[config.mk]
export PLATFORM = sky130hd
export DESIGN_NAME = dpsel_ref_select
export DESIGN_NICKNAME = d
export VERILOG_FILES = /design/src/logic/dpsel_ref_select.v
export VERILOG_INCLUDE_DIRS = /design/src /design/src/pkg
export SDC_FILE = /design/constraint.sdc
export NUM_CORES = 1
export LEC_CHECK = 0
export BUFFER_PORTS_ARGS = -buffer_cell sky130_fd_sc_hd__buf_2
export CORE_ASPECT_RATIO = 0.5
export CORE_MARGIN = 8
export CORE_UTILIZATION = 55
export CTS_CLUSTER_SIZE = 16
export DETAILED_ROUTE_END_ITERATION = 10
export PLACE_DENSITY = 0.81
export REMOVE_ABC_BUFFERS = 1
export SLEW_MARGIN = 0
export SYNTH_ARGS = -nofsm -noshare
export SYNTH_HDL_FRONTEND = slang
export SYNTH_SLANG_ARGS = --single-unit
[constraint.sdc]
create_clock -name clk_sys -period 3.95 [get_ports clk_sys]
set_input_delay 0.395 -clock clk_sys [delete_from_list [all_inputs] [get_ports clk_sys]]
set_output_delay 0.395 -clock clk_sys [all_outputs]
set_load 0.01 [all_outputs]
[src/pkg/dpsel_defs.vh]
// register map, fields and timing constants for the reference selector
`ifndef DPSEL_DEFS_VH
`define DPSEL_DEFS_VH
`define DPSEL_A_CTRL 8'h00
`define DPSEL_A_PRIO 8'h04
`define DPSEL_A_VTMR 8'h08
`define DPSEL_A_SLEW 8'h0C
`define DPSEL_A_STAT 8'h10
`define DPSEL_A_MON 8'h14
`define DPSEL_C_MODE_LO 0
`define DPSEL_C_MODE_HI 1
`define DPSEL_C_MSEL 2
`define DPSEL_C_MPIN 3
`define DPSEL_C_PCAN 4
`define DPSEL_C_SLEW 5
`define DPSEL_C_ZDS 6
`define DPSEL_C_XBYP 7
`define DPSEL_C_PPS 8
`define DPSEL_C_FLCK 9
`define DPSEL_CTRL_RST 10'h000
`define DPSEL_PRIO_RST 8'h11
`define DPSEL_VTMR_RST 16'h0064
`define DPSEL_SLEW_RST 32'h0010_0100
`define DPSEL_MON_RST 6'h00
`define DPSEL_M_AREV 2'h0
`define DPSEL_M_ANREV 2'h1
`define DPSEL_M_MFALL 2'h2
`define DPSEL_M_MHOLD 2'h3
`define DPSEL_S_FREE 2'h0
`define DPSEL_S_TRACK 2'h1
`define DPSEL_S_HOLD 2'h2
`define DPSEL_CLK_HZ 50000000
`define DPSEL_TICK_NS 1000
`define DPSEL_TICK_CYC ((`DPSEL_CLK_HZ / 1000000) * `DPSEL_TICK_NS / 1000)
`endif

[src/logic/dpsel_ref_select.v]
// reference input selection and switchover control
`include "dpsel_defs.vh"
`default_nettype none
module dpsel_ref_select #(
  parameter VTMR_W = 16,
  parameter TICK_CYC = `DPSEL_TICK_CYC
) (
  input wire clk_sys,
  input wire rst_n,
  input wire [7:0] reg_addr,
  input wire [31:0] reg_wdata,
  input wire reg_wr,
  input wire reg_rd,
  output reg [31:0] reg_rdata,
  input wire [2:0] mon_flag0,
  input wire [2:0] mon_flag1,
  input wire manual_select_pin,
  input wire xo_in_range,
  input wire hist_valid,
  output wire sel_ref,
  output wire [1:0] loop_state,
  output wire [1:0] status_pins,
  output wire oscillator_loss_flag,
  output wire xo_valid,
  output reg switch_pulse,
  output reg phase_cancel_pulse,
  output reg freq_smooth_pulse,
  output reg fastlock_pulse,
  output wire slew_active,
  output wire [15:0] phase_slew_threshold
);
  reg [9:0] ctrl_r;
  reg [7:0] prio_r;
  reg [VTMR_W-1:0] vtmr_r;
  reg [31:0] slew_r;
  reg [5:0] mon_en_r;
  reg pin_s1_r;
  reg pin_s2_r;
  reg xo_s1_r;
  reg xo_s2_r;
  reg xo_loss_r;
  reg [15:0] tick_cnt_r;
  reg tick_r;
  reg [VTMR_W-1:0] vcnt0_r;
  reg [VTMR_W-1:0] vcnt1_r;
  reg valid0_r;
  reg valid1_r;
  reg sel_r;
  reg sel_nxt;
  reg [1:0] st_r;
  reg [1:0] st_nxt;
  reg [15:0] slew_cnt_r;
  wire [1:0] mode;
  wire man_choice;
  wire clr0;
  wire clr1;
  wire [1:0] best;
  wire cur_valid;
  wire man_valid;
  wire [1:0] lost_state;
  wire do_switch;
  wire hold_exit;
  wire hitless_ok;
  wire step_event;
  wire slew_load;
  wire fl_need;

  // per-input priority pick; returns {found, index}
  function [1:0] pick_best;
    input v0;
    input v1;
    input [2:0] p0;
    input [2:0] p1;
    reg e0;
    reg e1;
    begin
      e0 = v0 && (p0 != 3'h0);
      e1 = v1 && (p1 != 3'h0);
      if (e0 && e1) begin
        // lower number wins, tie goes to input zero
        pick_best = (p1 < p0) ? 2'h3 : 2'h2;
      end else if (e0) begin
        pick_best = 2'h2;
      end else if (e1) begin
        pick_best = 2'h3;
      end else begin
        pick_best = 2'h0;
      end
    end
  endfunction

  // monitors clear: only enabled monitors count
  function mon_clear;
    input [2:0] flags;
    input [2:0] en;
    begin
      mon_clear = ~|(flags & en);
    end
  endfunction

  // validity of one input by index
  function in_valid;
    input idx;
    input v0;
    input v1;
    begin
      in_valid = idx ? v1 : v0;
    end
  endfunction

  assign mode = ctrl_r[`DPSEL_C_MODE_HI:`DPSEL_C_MODE_LO];
  // pin path is synchronised; register path is on-clock
  assign man_choice = ctrl_r[`DPSEL_C_MPIN] ? pin_s2_r : ctrl_r[`DPSEL_C_MSEL];
  assign clr0 = mon_clear(mon_flag0, mon_en_r[2:0]);
  assign clr1 = mon_clear(mon_flag1, mon_en_r[5:3]);
  assign best = pick_best(valid0_r, valid1_r, prio_r[2:0], prio_r[6:4]);
  assign cur_valid = in_valid(sel_r, valid0_r, valid1_r);
  assign man_valid = in_valid(man_choice, valid0_r, valid1_r);
  assign xo_valid = ctrl_r[`DPSEL_C_XBYP] | ~xo_loss_r;
  assign oscillator_loss_flag = xo_loss_r;
  assign lost_state = hist_valid ? `DPSEL_S_HOLD : `DPSEL_S_FREE;

  // register writes
  always @(posedge clk_sys or negedge rst_n) begin
    if (!rst_n) begin
      ctrl_r <= `DPSEL_CTRL_RST;
      prio_r <= `DPSEL_PRIO_RST;
      vtmr_r <= `DPSEL_VTMR_RST;
      slew_r <= `DPSEL_SLEW_RST;
      mon_en_r <= `DPSEL_MON_RST;
    end else if (reg_wr) begin
      case (reg_addr)
        `DPSEL_A_CTRL: ctrl_r <= reg_wdata[9:0];
        // spare bits of each priority nibble read back as zero
        `DPSEL_A_PRIO: prio_r <= {1'b0, reg_wdata[6:4], 1'b0, reg_wdata[2:0]};
        `DPSEL_A_VTMR: vtmr_r <= reg_wdata[VTMR_W-1:0];
        `DPSEL_A_SLEW: slew_r <= reg_wdata;
        `DPSEL_A_MON: mon_en_r <= reg_wdata[5:0];
        default: ;
      endcase
    end
  end

  // read data one cycle after the strobe; unmapped reads zero
  always @(posedge clk_sys or negedge rst_n) begin
    if (!rst_n) begin
      reg_rdata <= 32'h0000_0000;
    end else if (reg_rd) begin
      case (reg_addr)
        `DPSEL_A_CTRL: reg_rdata <= {22'h000000, ctrl_r};
        `DPSEL_A_PRIO: reg_rdata <= {24'h000000, prio_r};
        `DPSEL_A_VTMR: reg_rdata <= {{(32-VTMR_W){1'b0}}, vtmr_r};
        `DPSEL_A_SLEW: reg_rdata <= slew_r;
        `DPSEL_A_MON: reg_rdata <= {26'h0000000, mon_en_r};
        `DPSEL_A_STAT: begin
          // live snapshot; nothing clears on read
          reg_rdata <= {24'h000000, slew_active, xo_valid, xo_loss_r,
            valid1_r, valid0_r, st_r, sel_r};
        end
        default: reg_rdata <= 32'h0000_0000;
      endcase
    end else begin
      reg_rdata <= 32'h0000_0000;
    end
  end

  // two-stage synchroniser for the select pin
  always @(posedge clk_sys or negedge rst_n) begin
    if (!rst_n) begin
      pin_s1_r <= 1'b0;
      pin_s2_r <= 1'b0;
    end else begin
      pin_s1_r <= manual_select_pin;
      pin_s2_r <= pin_s1_r;
    end
  end

  // two-stage synchroniser for the rc detector; loss starts set
  always @(posedge clk_sys or negedge rst_n) begin
    if (!rst_n) begin
      xo_s1_r <= 1'b0;
      xo_s2_r <= 1'b0;
      xo_loss_r <= 1'b1;
    end else begin
      xo_s1_r <= xo_in_range;
      xo_s2_r <= xo_s1_r;
      // bypass deliberately not looked at here
      xo_loss_r <= ~xo_s2_r;
    end
  end

  // microsecond tick for validation and slew timers
  // an enable pulse, so the block stays in one clock domain
  always @(posedge clk_sys or negedge rst_n) begin
    if (!rst_n) begin
      tick_cnt_r <= 16'h0000;
      tick_r <= 1'b0;
    end else if (tick_cnt_r == TICK_CYC[15:0] - 16'h0001) begin
      tick_cnt_r <= 16'h0000;
      tick_r <= 1'b1;
    end else begin
      tick_cnt_r <= tick_cnt_r + 16'h0001;
      tick_r <= 1'b0;
    end
  end

  // qualification: any enabled flag restarts the timer, drops validity at once
  always @(posedge clk_sys or negedge rst_n) begin
    if (!rst_n) begin
      vcnt0_r <= {VTMR_W{1'b0}};
      valid0_r <= 1'b0;
    end else if (!clr0) begin
      vcnt0_r <= {VTMR_W{1'b0}};
      valid0_r <= 1'b0;
    end else if (vcnt0_r >= vtmr_r) begin
      valid0_r <= 1'b1;
    end else if (tick_r) begin
      vcnt0_r <= vcnt0_r + {{(VTMR_W-1){1'b0}}, 1'b1};
    end
  end

  // same qualification for input one
  always @(posedge clk_sys or negedge rst_n) begin
    if (!rst_n) begin
      vcnt1_r <= {VTMR_W{1'b0}};
      valid1_r <= 1'b0;
    end else if (!clr1) begin
      vcnt1_r <= {VTMR_W{1'b0}};
      valid1_r <= 1'b0;
    end else if (vcnt1_r >= vtmr_r) begin
      valid1_r <= 1'b1;
    end else if (tick_r) begin
      vcnt1_r <= vcnt1_r + {{(VTMR_W-1){1'b0}}, 1'b1};
    end
  end

  // selection decision; only qualified validity is used, so
  // gaps tolerated by the monitors never disturb the choice
  always @* begin
    sel_nxt = sel_r;
    st_nxt = st_r;
    if (!xo_valid) begin
      st_nxt = `DPSEL_S_FREE;
    end else begin
      case (mode)
        `DPSEL_M_AREV: begin
          if (best[1]) begin
            sel_nxt = best[0];
            st_nxt = `DPSEL_S_TRACK;
          end else begin
            st_nxt = lost_state;
          end
        end
        `DPSEL_M_ANREV: begin
          // a better input waits until the current one fails
          if (st_r == `DPSEL_S_TRACK && cur_valid) begin
            sel_nxt = sel_r;
          end else if (best[1]) begin
            sel_nxt = best[0];
            st_nxt = `DPSEL_S_TRACK;
          end else begin
            st_nxt = lost_state;
          end
        end
        `DPSEL_M_MFALL: begin
          if (man_valid) begin
            sel_nxt = man_choice;
            st_nxt = `DPSEL_S_TRACK;
          end else if (best[1]) begin
            sel_nxt = best[0];
            st_nxt = `DPSEL_S_TRACK;
          end else begin
            st_nxt = lost_state;
          end
        end
        default: begin
          if (man_valid) begin
            sel_nxt = man_choice;
            st_nxt = `DPSEL_S_TRACK;
          end else begin
            st_nxt = lost_state;
          end
        end
      endcase
    end
  end

  assign do_switch = (st_nxt == `DPSEL_S_TRACK) && (st_r == `DPSEL_S_TRACK) && (sel_nxt != sel_r);
  assign hold_exit = (st_nxt == `DPSEL_S_TRACK) && (st_r != `DPSEL_S_TRACK);
  // pulse-per-second inputs lose hitless handling under zero-delay sync
  assign hitless_ok = ~(ctrl_r[`DPSEL_C_PPS] & ctrl_r[`DPSEL_C_ZDS]);
  // any step that reaches the loop: a switch or a re-entry into tracking
  assign step_event = do_switch | hold_exit;
  // locked switches get no slewing; cancellation covers them only when its enable bit is set
  assign slew_load = hitless_ok & ctrl_r[`DPSEL_C_SLEW] &
    (hold_exit | (do_switch & ~ctrl_r[`DPSEL_C_FLCK]));
  // no hitless scheme: step rides the fast-lock bandwidth
  assign fl_need = step_event & (~hitless_ok | (~ctrl_r[`DPSEL_C_PCAN] & ~ctrl_r[`DPSEL_C_SLEW]));

  // state and switchover on a single edge
  always @(posedge clk_sys or negedge rst_n) begin
    if (!rst_n) begin
      sel_r <= 1'b0;
      st_r <= `DPSEL_S_FREE;
      switch_pulse <= 1'b0;
    end else begin
      sel_r <= sel_nxt;
      st_r <= st_nxt;
      switch_pulse <= step_event;
    end
  end

  // hitless treatment of each switch event
  always @(posedge clk_sys or negedge rst_n) begin
    if (!rst_n) begin
      phase_cancel_pulse <= 1'b0;
      freq_smooth_pulse <= 1'b0;
      fastlock_pulse <= 1'b0;
    end else begin
      phase_cancel_pulse <= 1'b0;
      freq_smooth_pulse <= 1'b0;
      fastlock_pulse <= fl_need;
      if (do_switch && hitless_ok && ctrl_r[`DPSEL_C_PCAN]) begin
        if (ctrl_r[`DPSEL_C_FLCK]) begin
          phase_cancel_pulse <= 1'b1;
        end else begin
          freq_smooth_pulse <= 1'b1;
        end
      end
    end
  end

  // slew timer; the threshold itself is only passed on to the loop
  always @(posedge clk_sys or negedge rst_n) begin
    if (!rst_n) begin
      slew_cnt_r <= 16'h0000;
    end else if (slew_load) begin
      slew_cnt_r <= slew_r[31:16];
    end else if (tick_r && slew_cnt_r != 16'h0000) begin
      slew_cnt_r <= slew_cnt_r - 16'h0001;
    end
  end

  assign slew_active = slew_cnt_r != 16'h0000;
  assign phase_slew_threshold = slew_r[15:0];
  assign sel_ref = sel_r;
  assign status_pins = {st_r == `DPSEL_S_TRACK, sel_r};
  assign loop_state = st_r;
endmodule
`default_nettype wire

Word-level counts from Yosys, hierarchy flattened
Index checks and enable logic that the tools add are counted.
{"block": "op_classes", "n_eq_ne": 14, "n_bitwise": 18, "addsub": 4, "n_reduce_logical": 29, "muxes": 40, "n_lt_le_gt_ge": 3}
{"cell": "one-hot mux 32 bit (6 select lines)", "n": 1}
{"cell": "two-way mux 16 bit", "n": 9}
{"cell": "adder 16 x 1 -> 16 bit, second input constant", "n": 3}
{"cell": "greater-or-equal comparator 16 bit", "n": 2}
{"cell": "two-way mux 32 bit", "n": 1}
{"cell": "two-way mux 1 bit", "n": 18}
{"cell": "two-way mux 2 bit", "n": 9}
{"cell": "== test 16 x 6 -> 1 bit, second input constant", "n": 1}
{"cell": "== test 8 x 4 -> 1 bit, second input constant", "n": 2}
{"cell": "== test 8 x 5 -> 1 bit, second input constant", "n": 2}
{"cell": "nonzero test 16 bit", "n": 1}
{"cell": "subtractor 16 x 1 -> 16 bit, second input constant", "n": 1}
{"cell": "AND reduction 2 bit", "n": 7}
{"cell": "logical AND 1 bit", "n": 10}
{"cell": "nonzero test 2 bit", "n": 5}
{"cell": "== test 8 x 3 -> 1 bit, second input constant", "n": 1}
{"cell": "logical NOT 8 bit", "n": 1}
{"cell": "bitwise AND 1 bit", "n": 6}
{"cell": "bitwise AND 3 bit", "n": 2}
{"cell": "== test 2 x 1 -> 1 bit, second input constant", "n": 3}
{"cell": "inverter 1 bit", "n": 6}
{"cell": "one-hot mux 2 bit (3 select lines)", "n": 1}
{"cell": "nonzero test 3 bit", "n": 2}
{"cell": "OR reduction 3 bit", "n": 2}
{"cell": "8 further kinds", "n": 12}
{"block": "totals", "register_bits": 181}

Longest topological paths before layout
Gate-level depths: netlist of the first run.
{"block": "logic_depth", "depth_word": 16, "ltp_mapped": 9, "depth_no_buf": 8}

Worst setup path after synthesis of the first run
OpenSTA, ideal clock, no wires.
{"block": "synth_timing", "path_type": "register to register", "startpoint": "register vtmr_r[13]", "endpoint": "register vcnt0_r[11]", "arrival_time_ps": 2380, "period_less_slack_ps": 2458, "required_ps": 3872, "stages_incl_launch_ff": 9, "n_path_buf": 0, "path_slack_ps": 1492, "path_cell_list": "dfrtp_1 -> inv_1 -> ha_1 -> a211oi_1 -> nor2_1 -> a2111oi_2 -> o2111ai_1 -> or4_1 -> a21oi_1"}
{"block": "synth_between", "elab_chain_len": 3}
{"item": "start: declaration", "line_no": "dpsel_ref_select.v:34", "text": "reg [VTMR_W-1:0] vtmr_r;"}
{"item": "start signal: assignment", "line_no": "dpsel_ref_select.v:128", "text": "vtmr_r <= `DPSEL_VTMR_RST;"}
{"item": "start signal: assignment", "line_no": "dpsel_ref_select.v:136", "text": "`DPSEL_A_VTMR: vtmr_r <= reg_wdata[VTMR_W-1:0];"}
{"item": "greater-or-equal comparator 16 bit", "line_no": "dpsel_ref_select.v:215", "text": "end else if (vcnt0_r >= vtmr_r) begin"}
{"item": "inequality test 2 bit (no line)"}
{"item": "AND reduction 2 bit (no line)"}
{"item": "end signal: assignment", "line_no": "dpsel_ref_select.v:210", "text": "vcnt0_r <= {VTMR_W{1'b0}};"}
{"item": "end signal: assignment", "line_no": "dpsel_ref_select.v:213", "text": "vcnt0_r <= {VTMR_W{1'b0}};"}
{"item": "end signal: assignment", "line_no": "dpsel_ref_select.v:218", "text": "vcnt0_r <= vcnt0_r + {{(VTMR_W-1){1'b0}}, 1'b1};"}
{"item": "end: declaration", "line_no": "dpsel_ref_select.v:44", "text": "reg [VTMR_W-1:0] vcnt0_r;"}
Every way passes these cells.
A chain may end at the register's enable or synchronous reset.

Worst setup path in the final report of the first run
{"block": "layout_timing", "startpoint": "register prio_r[1]", "endpoint": "register slew_cnt_r[8]"}
{"block": "layout_between", "elab_chain_len": 15}
{"item": "start: declaration", "line_no": "dpsel_ref_select.v:33", "text": "reg [7:0] prio_r;"}
{"item": "start signal: assignment", "line_no": "dpsel_ref_select.v:127", "text": "prio_r <= `DPSEL_PRIO_RST;"}
{"item": "start signal: assignment", "line_no": "dpsel_ref_select.v:135", "text": "`DPSEL_A_PRIO: prio_r <= {1'b0, reg_wdata[6:4], 1'b0, reg_wdata[2:0]};"}
{"item": "parallel branches: the longest is 3 deep, another holds < comparator 3 bit"}
{"item": "two-way mux 2 bit *", "line_no": "dpsel_ref_select.v:79", "text": "if (e0 && e1) begin"}
{"item": "two-way mux 2 bit", "line_no": "dpsel_ref_select.v:247, dpsel_ref_select.v:258, dpsel_ref_select.v:269"}
{"item": "two-way mux 2 bit (on tied branches)", "line_no": "dpsel_ref_select.v:266, dpsel_ref_select.v:256"}
{"item": "one-hot mux 2 bit (3 select lines)", "line_no": "dpsel_ref_select.v:245", "text": "case (mode)"}
{"item": "two-way mux 2 bit", "line_no": "dpsel_ref_select.v:242", "text": "if (!xo_valid) begin"}
{"item": "== test 2 x 1 -> 1 bit (no line)"}
{"item": "logical AND 1 bit (2 in a row)", "line_no": "dpsel_ref_select.v:288", "text": "assign do_switch = (st_nxt == `DPSEL_S_TRACK) && (st_r == `DPSEL_S_TRACK) && (sel_nxt != sel_r);"}
{"item": "bitwise AND 1 bit", "line_no": "dpsel_ref_select.v:296", "text": "(hold_exit | (do_switch & ~ctrl_r[`DPSEL_C_FLCK]));"}
{"item": "OR 1 bit *", "line_no": "dpsel_ref_select.v:296"}
{"item": "bitwise AND 1 bit *", "line_no": "dpsel_ref_select.v:295", "text": "assign slew_load = hitless_ok & ctrl_r[`DPSEL_C_SLEW] &"}
{"item": "two-way mux 16 bit / nonzero test 2 bit (equally long branches)"}
{"item": "end signal: assignment", "line_no": "dpsel_ref_select.v:338", "text": "slew_cnt_r <= slew_r[31:16];"}
{"item": "end signal: assignment", "line_no": "dpsel_ref_select.v:340", "text": "slew_cnt_r <= slew_cnt_r - 16'h0001;"}
{"item": "end: declaration", "line_no": "dpsel_ref_select.v:52", "text": "reg [15:0] slew_cnt_r;"}
Mark *: on every way between the ends.

==> results of run 1 <==
[registers in the layout (all words and copies together), names as in the netlist, 2 cells and up]
register and cells:
ctrl_r 10, loop_state 2, mon_en_r 6, prio_r 6, reg_rdata 32, slew_cnt_r 16, slew_r 32, tick_cnt_r 16
vcnt0_r 16, vcnt1_r 16, vtmr_r 16
[report_power, final]
part	internal [mW]	leakage [nW]	total [mW]	switching (mW)
logic	0.403	2.61	1.04	0.633
clock network	0.928	0.283	1.72	0.787
registers	1.98	2.43	2.16	0.171
total	3.32	5.32	4.91	1.59
[worst max-delay path by stage]
stage | startpoint | end | cells after the start
after floorplan | reg_addr[1] | slew_r[0]$_DFFE_PN0P_ | 5
after global placement | vtmr_r[2]$_DFFE_PN1P_ | vcnt1_r[13]$_DFFE_PN0P_ | 8
after detailed placement | prio_r[1]$_DFFE_PN0P_ | slew_cnt_r[10]$_DFFE_PN0P_ | 8
after CTS | prio_r[1]$_DFFE_PN0P_ | slew_cnt_r[8]$_DFFE_PN0P_ | 8
after global routing | prio_r[1]$_DFFE_PN0P_ | slew_cnt_r[2]$_DFFE_PN0P_ | 8
final | prio_r[1]$_DFFE_PN0P_ | slew_cnt_r[8]$_DFFE_PN0P_ | 8
[cell usage in the layout, fill, tap and decap left out, types with 5 or more instances in the layout]
master / instances
a31oi_1: 13
nor3_1: 12
or4_1: 9
nor2b_1: 11
nor2_1: 40
inv_1: 45
xnor2_1: 14
a21oi_1: 30
a22oi_1: 18
o31ai_1: 16
a22o_1: 5
o21ai_0: 31
dfstp_2: 8
inv_6: 5
dfrtp_1: 173
nand2b_1: 18
and2_1: 6
nand4_1: 7
mux2_1: 69
clkbuf_16: 17
o21ai_1: 9
buf_2: 111
buf_4: 9
nand3_1: 49
o21a_1: 8
mux2_2: 5
o221ai_1: 10
and4_1: 5
nor4_1: 9
and3_1: 28
a211oi_1: 9
a21boi_1: 5
mux2i_1: 25
or4_4: 6
ha_1: 39
nand2_1: 70
or3_1: 14
[per-layer routing]
layer | track usage [%] | share of wire [%] | wire, µm
met3 | 3.792 | 5.7 | 1428
met2 | 39.27 | 50 | 12660
met4 | 9.453 | 2.3 | 578
met1 | 28.36 | 42 | 10450
met5 | 0 | 0 | 0
[final cells by class]
cell class	instances	area, µm²
clock inverters	13	138.9
flip-flops and latches	181	4539
clock buffers	19	452.9
multi-input cells	649	4753
inverters	45	168.9
repair buffers	122	654.4
fillers	1333	6356
well taps	234	292.8
[cell usage after synthesis, drive strengths merged, types with 13 or more instances]
| cell type | n | share of area (%) |
|---|---|---|
| a31oi | 13 | 0.83 |
| xnor2 | 14 | 1.3 |
| inv | 45 | 1.7 |
| nor2 | 40 | 1.5 |
| nand2b | 18 | 1.2 |
| nand3 | 49 | 2.5 |
| mux2i | 25 | 2.6 |
| nor3 | 14 | 0.88 |
| a22oi | 18 | 1.4 |
| or3 | 14 | 0.90 |
| or4 | 15 | 1.4 |
| a21oi | 30 | 1.5 |
| dfrtp | 173 | 44 |
| o31ai | 16 | 1.2 |
| clkbuf | 23 | 0.88 |
| o21ai | 40 | 2.1 |
| mux2 | 74 | 8.5 |
| buf | 33 | 2.2 |
| and3 | 28 | 1.8 |
| nand2 | 72 | 2.8 |
| ha | 39 | 5.0 |
[worst max-delay path, stage by stage (launching register included)]
cell	delay [ns]
dfrtp_1	0.35
inv_1	0.07
ha_1	0.21
or3b_1	0.37
a211oi_1	0.40
nor3_1	0.15
o21a_1	0.32
o21ai_1	0.84
a31oi_1	0.22
[per-stage QoR]
| step | hold slack [ns] | total power [mW] | cell area (µm²) |
|---|---|---|---|
| after CTS | 0.06270 | 4.908 | 11000 |
| after global placement | 0.3341 | 3.131 | 10410 |
| after detailed placement | 0.3371 | 3.195 | 10410 |
| after floorplan | 0.09941 | 2.819 | 9462 |
| final | 0.04601 | 4.907 | 11000 |
| after global routing | 0.05779 | 5.145 | 11000 |
[logic make-up (layout without fill, tap and decap cells)]
| logic type | after synthesis | count (layout) | share of synthesized area [%] |
|---|---|---|---|
| and+or+nand+nor | 308 | 308 | 17.58 |
| AOI/OAI and AO/OA | 185 | 185 | 13.13 |
| DFF | 181 | 181 | 46.51 |
| muxes | 101 | 101 | 11.56 |
| buffers and inverters | 101 | 199 | 4.782 |
| adders and majority gates | 39 | 39 | 5.000 |
| xor gates and xnor gates | 16 | 16 | 1.436 |
==> results.json, run 1 <==
{
  "outcome": "finished, final reports clean",
  "tns_ns": 0,
  "coreArea_mm2": 0.01736,
  "synth-edff-count": 0,
  "antenna_found_initial": 0,
  "seq_area_frac_synth_pct": 46.51,
  "grt_pass1_wl_um": 40740,
  "slew_headroom_pct": 30.40,
  "routabilityCongestion": 0.9038,
  "post_drt_via_cell_ratio": 6.236,
  "worst_pin_slew_ns": 1.037,
  "period_share_pct": 78.38,
  "fmax_mhz": 323.0,
  "cts_setup_buffers": 0,
  "ios": 113,
  "clk_path_buf_depth": 2,
  "num_rows": 34,
  "worstSetupStartpointType": "register",
  "period_minus_slack_ns": 3.096,
  "dpl.cell_count": 1231,
  "io_buffers": 112,
  "critPathKind": "reg2reg",
  "timing.reg2reg.setup_slack_ns": 0.85,
  "skew_ns": 0.01250,
  "cts_sinks": 181,
  "fin_util_pct": 63.38,
  "grt_overflow": 0,
  "synth_cell_types": 76,
  "preCtsSetupSlack_ns": 0.9646,
  "finalHoldViolCount": 0,
  "ir_drop_uv": 326.9,
  "clk_latency_ns": 0.43,
  "area_growth_pct": 12.72,
  "die_w_um": 204.4,
  "cts-resized-gates": 0,
  "cts-root-buf": "clkbuf_16",
  "drc": 0,
  "cp.arrival_ns": 3.36,
  "grt_max_degree": 103,
  "synthFlopType": "dfrtp_1",
  "ys_ff_latch": 181,
  "p_per_area_mw_per_mm2": 446.1,
  "numCtsBuffers": 17,
  "drtIter0Drc": 816,
  "diodes": 0,
  "synthCells": 931,
  "die-area_mm2": 0.02252,
  "end_kind": "register",
  "h-tree-depth": 4,
  "async_flop_share_pct": 100.0,
  "clk_pin_slew_worst_paths_ns": 0.07,
  "holdCritPathClass": "in2async",
  "r2r_start": "prio_r[1]$_DFFE_PN0P_",
  "worstRegToRegCells": 8,
  "grt_pass1_vias": 7839,
  "yosys_warnings": 0,
  "syn_area_per_cell_um2": 10.48,
  "fin_nets": 1108,
  "ant_nets": 0,
  "initial_utilization_pct": 56.23,
  "reg2reg_to": "slew_cnt_r[8]$_DFFE_PN0P_",
  "vias": 7876,
  "synthesis.area_mm2": 0.009759,
  "crit_fanout": 12,
  "cts_tree": "done",
  "routedWlPerCell_um": 19.89,
  "dpl.hpwl_um": 17910,
  "ctsHoldBuffers": 0,
  "required_ns": 4.21,
  "p_leak_nw": 5.322,
  "fin_cells": 1263,
  "setup_viol": 0,
  "slew_violations": 0,
  "drt-total-wl_um": 25120,
  "fp.dieH_um": 110.2,
  "track_usage_pct": 22.66,
  "drive_gt1_share_pct": 18.85,
  "maxCapViolCount": 0,
  "rsz0062_at_grt": "no",
  "setup_ws_ns": 0.8541,
  "drt_first_pass_iters": 5
}
Power figures use the tool's default switching activity.
==> inputs of run 2 (changes only) <==
==> constraint.sdc (replaced) <==
create_clock -name clk_sys -period 3.1 [get_ports clk_sys]
set_input_delay 0.31 -clock clk_sys [delete_from_list [all_inputs] [get_ports clk_sys]]
set_output_delay 0.31 -clock clk_sys [all_outputs]
set_load 0.01 [all_outputs]
==> results.json, run 2 (synthesis gave the netlist of run 1 again) <==
{
  "antenna_found_initial": 0,
  "ios": 113,
  "initial_utilization_pct": 56.23,
  "die-area_mm2": 0.02252,
  "clk_pin_slew_worst_paths_ns": 0.08,
  "period_minus_slack_ns": 2.758,
  "h-tree-depth": 4,
  "slew_violations": 0,
  "numCtsBuffers": 17,
  "maxCapViolCount": 0,
  "fin_nets": 1121,
  "cts_sinks": 181,
  "drive_gt1_share_pct": 19.58,
  "skew_ns": 0.01039,
  "critPathKind": "reg2reg",
  "track_usage_pct": 22.56,
  "ant_nets": 0,
  "routedWlPerCell_um": 19.80,
  "fillers": 1377,
  "vias": 7828,
  "ir_drop_uv": 385.6,
  "fin_util_pct": 63.86,
  "fp.dieH_um": 110.2,
  "end_kind": "register",
  "rsz0062_at_grt": "no",
  "num_rows": 34,
  "clk_latency_ns": 0.44,
  "cts_tree": "done",
  "cts-root-buf": "clkbuf_16",
  "required_ns": 3.45,
  "drc": 0,
  "drtIter0Drc": 679,
  "grt_max_degree": 68,
  "setup_ws_ns": 0.3419,
  "tns_ns": 0,
  "grt_pass1_wl_um": 40450,
  "worst_pin_slew_ns": 0.6449,
  "grt_overflow": 0,
  "finalHoldViolCount": 0,
  "drt-total-wl_um": 25270,
  "routabilityCongestion": 0.8942,
  "preCtsSetupSlack_ns": 0.2525,
  "crit_fanout": 10,
  "post_drt_via_cell_ratio": 6.135,
  "area_growth_pct": 13.58,
  "outcome": "finished, final reports clean",
  "slew_headroom_pct": 57.01,
  "die_w_um": 204.4,
  "period_share_pct": 88.97,
  "fmax_mhz": 362.6,
  "diodes": 0,
  "worstSetupStartpointType": "register",
  "cp.arrival_ns": 3.11,
  "dpl.hpwl_um": 18420,
  "final_common_cell": "dfrtp_1",
  "top_regs": "reg_rdata (32), slew_r (32)",
  "p_leak_nw": 5.375,
  "drt_first_pass_iters": 5,
  "p_per_area_mw_per_mm2": 559.3,
  "grt_pass1_vias": 7849,
  "layout_common_cells": "dfrtp_1 (173), buf_2 (111), nand2_1 (70)",
  "clk_path_buf_depth": 2,
  "io_buffers": 112,
  "coreArea_mm2": 0.01736,
  "setup_viol": 0,
  "holdCritPathClass": "in2reg"
}
run 2: timing repair:
item,CTS,global route
setup buffers,0,0
setup endpoints to repair,0,1
hold buffers,3,0
endpoints found under the hold margin,60,0
gates resized for setup,0,1
run 2: final cells by class:
| cell class | instances | area, µm² | area share, % |
|---|---|---|---|
| clock buffers | 18 | 429.2 | 3.872 |
| clock inverters | 14 | 135.1 | 1.219 |
| inverters | 45 | 168.9 | 1.524 |
| multi-input cells | 649 | 4760 | 42.94 |
| flip-flops and latches | 181 | 4539 | 40.95 |
| well taps | 234 | 292.8 | 2.641 |
| repair buffers | 135 | 759.5 | 6.852 |
run 2: path summary, 6_finish.rpt:
path	depth (start not counted)	endpoint	slack (ns)	start
worst min register to register	0	pin_s2_r$_DFF_PN0_	0.35	pin_s1_r$_DFF_PN0_
worst min-delay path	2	slew_r[19]$_DFFE_PN0P_	0.08	reg_wdata[19]
worst max-delay path	8	vcnt0_r[5]$_DFFE_PN0P_	0.34	vtmr_r[11]$_DFFE_PN0P_
min in group asynchronous	2	vcnt0_r[0]$_DFFE_PN0P_	0.45	rst_n
worst max register to register	8	vcnt0_r[5]$_DFFE_PN0P_	0.34	vtmr_r[11]$_DFFE_PN0P_
max in group asynchronous	3	vtmr_r[6]$_DFFE_PN1P_	1.85	rst_n
run 2: metal layers:
metal	global-route usage, %	part of all wire (%)
met1	28.64	41
met2	39.04	50
met3	4.230	6.7
met4	7.563	1.8
met5	0	0
run 2: worst max-delay path, cell delays in order, from the launching register on:
cell,delay [ns]
dfrtp_1,0.38
inv_1,0.09
ha_1,0.34
a21oi_1,0.14
o21ai_1,0.11
a2111oi_2,0.54
o2111ai_2,0.35
or4_1,0.55
a21oi_1,0.17
run 2: where the power goes:
part	total, mW	internal [mW]	switching, mW
clock network	2.11	1.07	1.04
registers	2.74	2.53	0.213
logic	1.35	0.535	0.816
run 2: per-stage QoR:
step / instances / area [µm²] / power, mW / hold WS (ns)
final: 1276 / 11080 / 6.199 / 0.08407
after global routing: 1276 / 11080 / 6.496 / 0.06429
after CTS: 1276 / 11080 / 6.210 / 0.07131
after detailed placement: 1241 / 10480 / 4.100 / 0.3450
after global placement: 1241 / 10480 / 4.027 / 0.3334
after floorplan: 875 / 9462 / 3.592 / 0.01441
==> inputs of run 3 (changes only) <==
--- a/config.mk
+++ b/config.mk
@@ -6,13 +6,13 @@
 export SDC_FILE = /design/constraint.sdc
 export NUM_CORES = 1
 export LEC_CHECK = 0
-export BUFFER_PORTS_ARGS = -buffer_cell sky130_fd_sc_hd__buf_2
 export CORE_ASPECT_RATIO = 0.5
 export CORE_MARGIN = 8
 export CORE_UTILIZATION = 55
 export CTS_CLUSTER_SIZE = 16
 export DETAILED_ROUTE_END_ITERATION = 10
-export PLACE_DENSITY = 0.81
+export DONT_BUFFER_PORTS = 1
+export PLACE_DENSITY = 0.75
 export REMOVE_ABC_BUFFERS = 1
 export SLEW_MARGIN = 0
 export SYNTH_ARGS = -nofsm -noshare
==> results.json, run 3 (synthesis gave the netlist of run 1 again) <==
{
  "antenna_found_initial": 0,
  "maxCapViolCount": 0,
  "fin_nets": 1029,
  "violations": "negative hold slack",
  "initial_utilization_pct": 56.23,
  "cpPeakStageDelay_ns": 0.59,
  "worst_pin_slew_ns": 0.7289,
  "h-tree-depth": 4,
  "grt_pass1_wl_um": 39060,
  "dpl.hpwl_um": 17070,
  "ios": 113,
  "vias": 7404,
  "fp.dieH_um": 110.2,
  "slowest_stage": "or4_1",
  "coreArea_mm2": 0.01736,
  "timing.reg2reg.setup_slack_ns": 0.29,
  "p_leak_nw": 4.918,
  "cts-root-buf": "clkbuf_16",
  "outcome": "finished, violations left",
  "r2r_start": "vtmr_r[13]$_DFFE_PN0P_",
  "post_drt_via_cell_ratio": 6.253,
  "p_per_area_mw_per_mm2": 565.4,
  "layout_common_cells": "dfrtp_1 (173), nand2_1 (70), mux2_1 (69)",
  "hold_slack_ns": -0.4113,
  "cp.buffers_inverters": 1,
  "setup_viol": 0,
  "grt_overflow": 0,
  "cts_setup_buffers": 0,
  "worstSetupStartpointType": "register",
  "cts_tree": "done",
  "period_share_pct": 90.56,
  "grt_pass1_vias": 7236,
  "period_minus_slack_ns": 2.807,
  "reg2reg_to": "vcnt0_r[7]$_DFFE_PN0P_",
  "final_common_cell": "dfrtp_1",
  "routedWlPerCell_um": 20.55,
  "grt_max_degree": 182,
  "drtIter0Drc": 676,
  "die-area_mm2": 0.02252,
  "tns_ns": 0,
  "cp.arrival_ns": 3.15,
  "track_usage_pct": 21.96,
  "setup_ws_ns": 0.2925,
  "skew_ns": 0.01408,
  "diodes": 0,
  "finalHoldViolCount": 181,
  "required_ns": 3.44,
  "clk_pin_slew_worst_paths_ns": 0.07,
  "crit_fanout": 10,
  "drc": 0,
  "worstRegToRegCells": 8,
  "area_growth_pct": 9.833,
  "die_w_um": 204.4,
  "io_buffers": 0,
  "ant_nets": 0,
  "slew_violations": 0,
  "clk_path_buf_depth": 2,
  "preCtsSetupSlack_ns": 0.3404,
  "numCtsBuffers": 17,
  "cts_sinks": 181,
  "drt_first_pass_iters": 5,
  "top_regs": "reg_rdata (32), slew_r (32)",
  "slew_headroom_pct": 51.35,
  "rsz0062_at_grt": "no",
  "drt-total-wl_um": 24330,
  "holdCritPathClass": "in2async",
  "path_cells": "inv_1 -> ha_1 -> a211oi_1 -> nor2_1 -> a2111oi_2 -> o2111ai_1 -> or4_1 -> a21oi_1",
  "ir_drop_uv": 395.0,
  "dpl_cell_area_mm2": 0.009862,
  "drive_gt1_share_pct": 8.947,
  "fmax_mhz": 356.2,
  "clk_latency_ns": 0.43,
  "crit_family": "compound AO/OA/AOI/OAI gates",
  "routabilityCongestion": 0.8747,
  "end_kind": "register",
  "num_rows": 34,
  "critPathKind": "reg2reg",
  "design_area_mm2": 0.01072
}
[run 3: cell types whose count changed in the layout (fill, tap and decap cells not counted), sizes merged]
cell,change
buf,-118
dlygate4sd3,+26
inv,-5
clkbuf,+2
bufinv,+1
clkinv,+1
clkinvlp,+1
[run 3: layer usage]
layer / wire, µm / vias to the layer above / track usage [%]
met5: 0 / - / 0
met4: 395 / 0 / 6.847
met3: 1335 / 33 / 4.842
met2: 12290 / 212 / 37.15
met1: 10310 / 3733 / 28.27
li1: - / 3426 / -
[run 3: worst register-to-register path, stage by stage, from the launching register on]
cell and delay [ns]:
dfrtp_1 0.38, inv_1 0.08, ha_1 0.32, a211oi_1 0.21, nor2_1 0.10, a2111oi_2 0.44
o2111ai_1 0.44, or4_1 0.59, a21oi_1 0.16
[run 3: cell type report]
class	count	area [µm²]
Sequential cell	181	4539
Inverter	45	168.9
Fill cell	1391	6638
Clock buffer	20	446.7
Multi-Input combinational cell	649	4756
Clock inverter	12	120.1
Tap cell	234	292.8
Timing Repair Buffer	43	395.4
[run 3: how the worst max path moves through the flow]
stage	from	endpoint	slack, ns	depth (start not counted)
finish	vtmr_r[13]$_DFFE_PN0P_	vcnt0_r[7]$_DFFE_PN0P_	0.29	8
floorplan	reg_addr[1]	slew_r[0]$_DFFE_PN0P_	0.11	5
global route	vtmr_r[13]$_DFFE_PN0P_	vcnt0_r[7]$_DFFE_PN0P_	0.08	8
global placement	vtmr_r[13]$_DFFE_PN0P_	vcnt0_r[5]$_DFFE_PN0P_	0.42	8
CTS	vtmr_r[13]$_DFFE_PN0P_	vcnt0_r[5]$_DFFE_PN0P_	0.30	8
detailed placement	vtmr_r[13]$_DFFE_PN0P_	vcnt0_r[11]$_DFFE_PN0P_	0.34	8
[run 3: report_power, final]
group / internal [mW] / switching (mW) / total, mW
logic: 0.494 / 0.694 / 1.19
clock network: 1.14 / 0.974 / 2.12
registers: 2.53 / 0.225 / 2.76
[run 3: per-stage QoR]
| stage | hold WS (ns) | utilization, % | power, mW | std cells |
|---|---|---|---|---|
| 6_report | -0.4113 | 61.76 | 6.061 | 1184 |
| 3_5_place_dp | 0.02592 | 56.82 | 3.931 | 1123 |
| 5_1_grt | -0.4425 | 61.76 | 6.376 | 1184 |
| 2_1_floorplan | 0.01441 | - | 3.592 | 875 |
| 3_3_place_gp | 0.02650 | 56.82 | 3.875 | 1123 |
| 4_1_cts | -0.4333 | 61.35 | 6.079 | 1177 |
[run 3: what timing repair did]
item                      CTS  global route
hold endpoints to repair  209           189
hold buffers               22             7
gates resized for setup     0             0
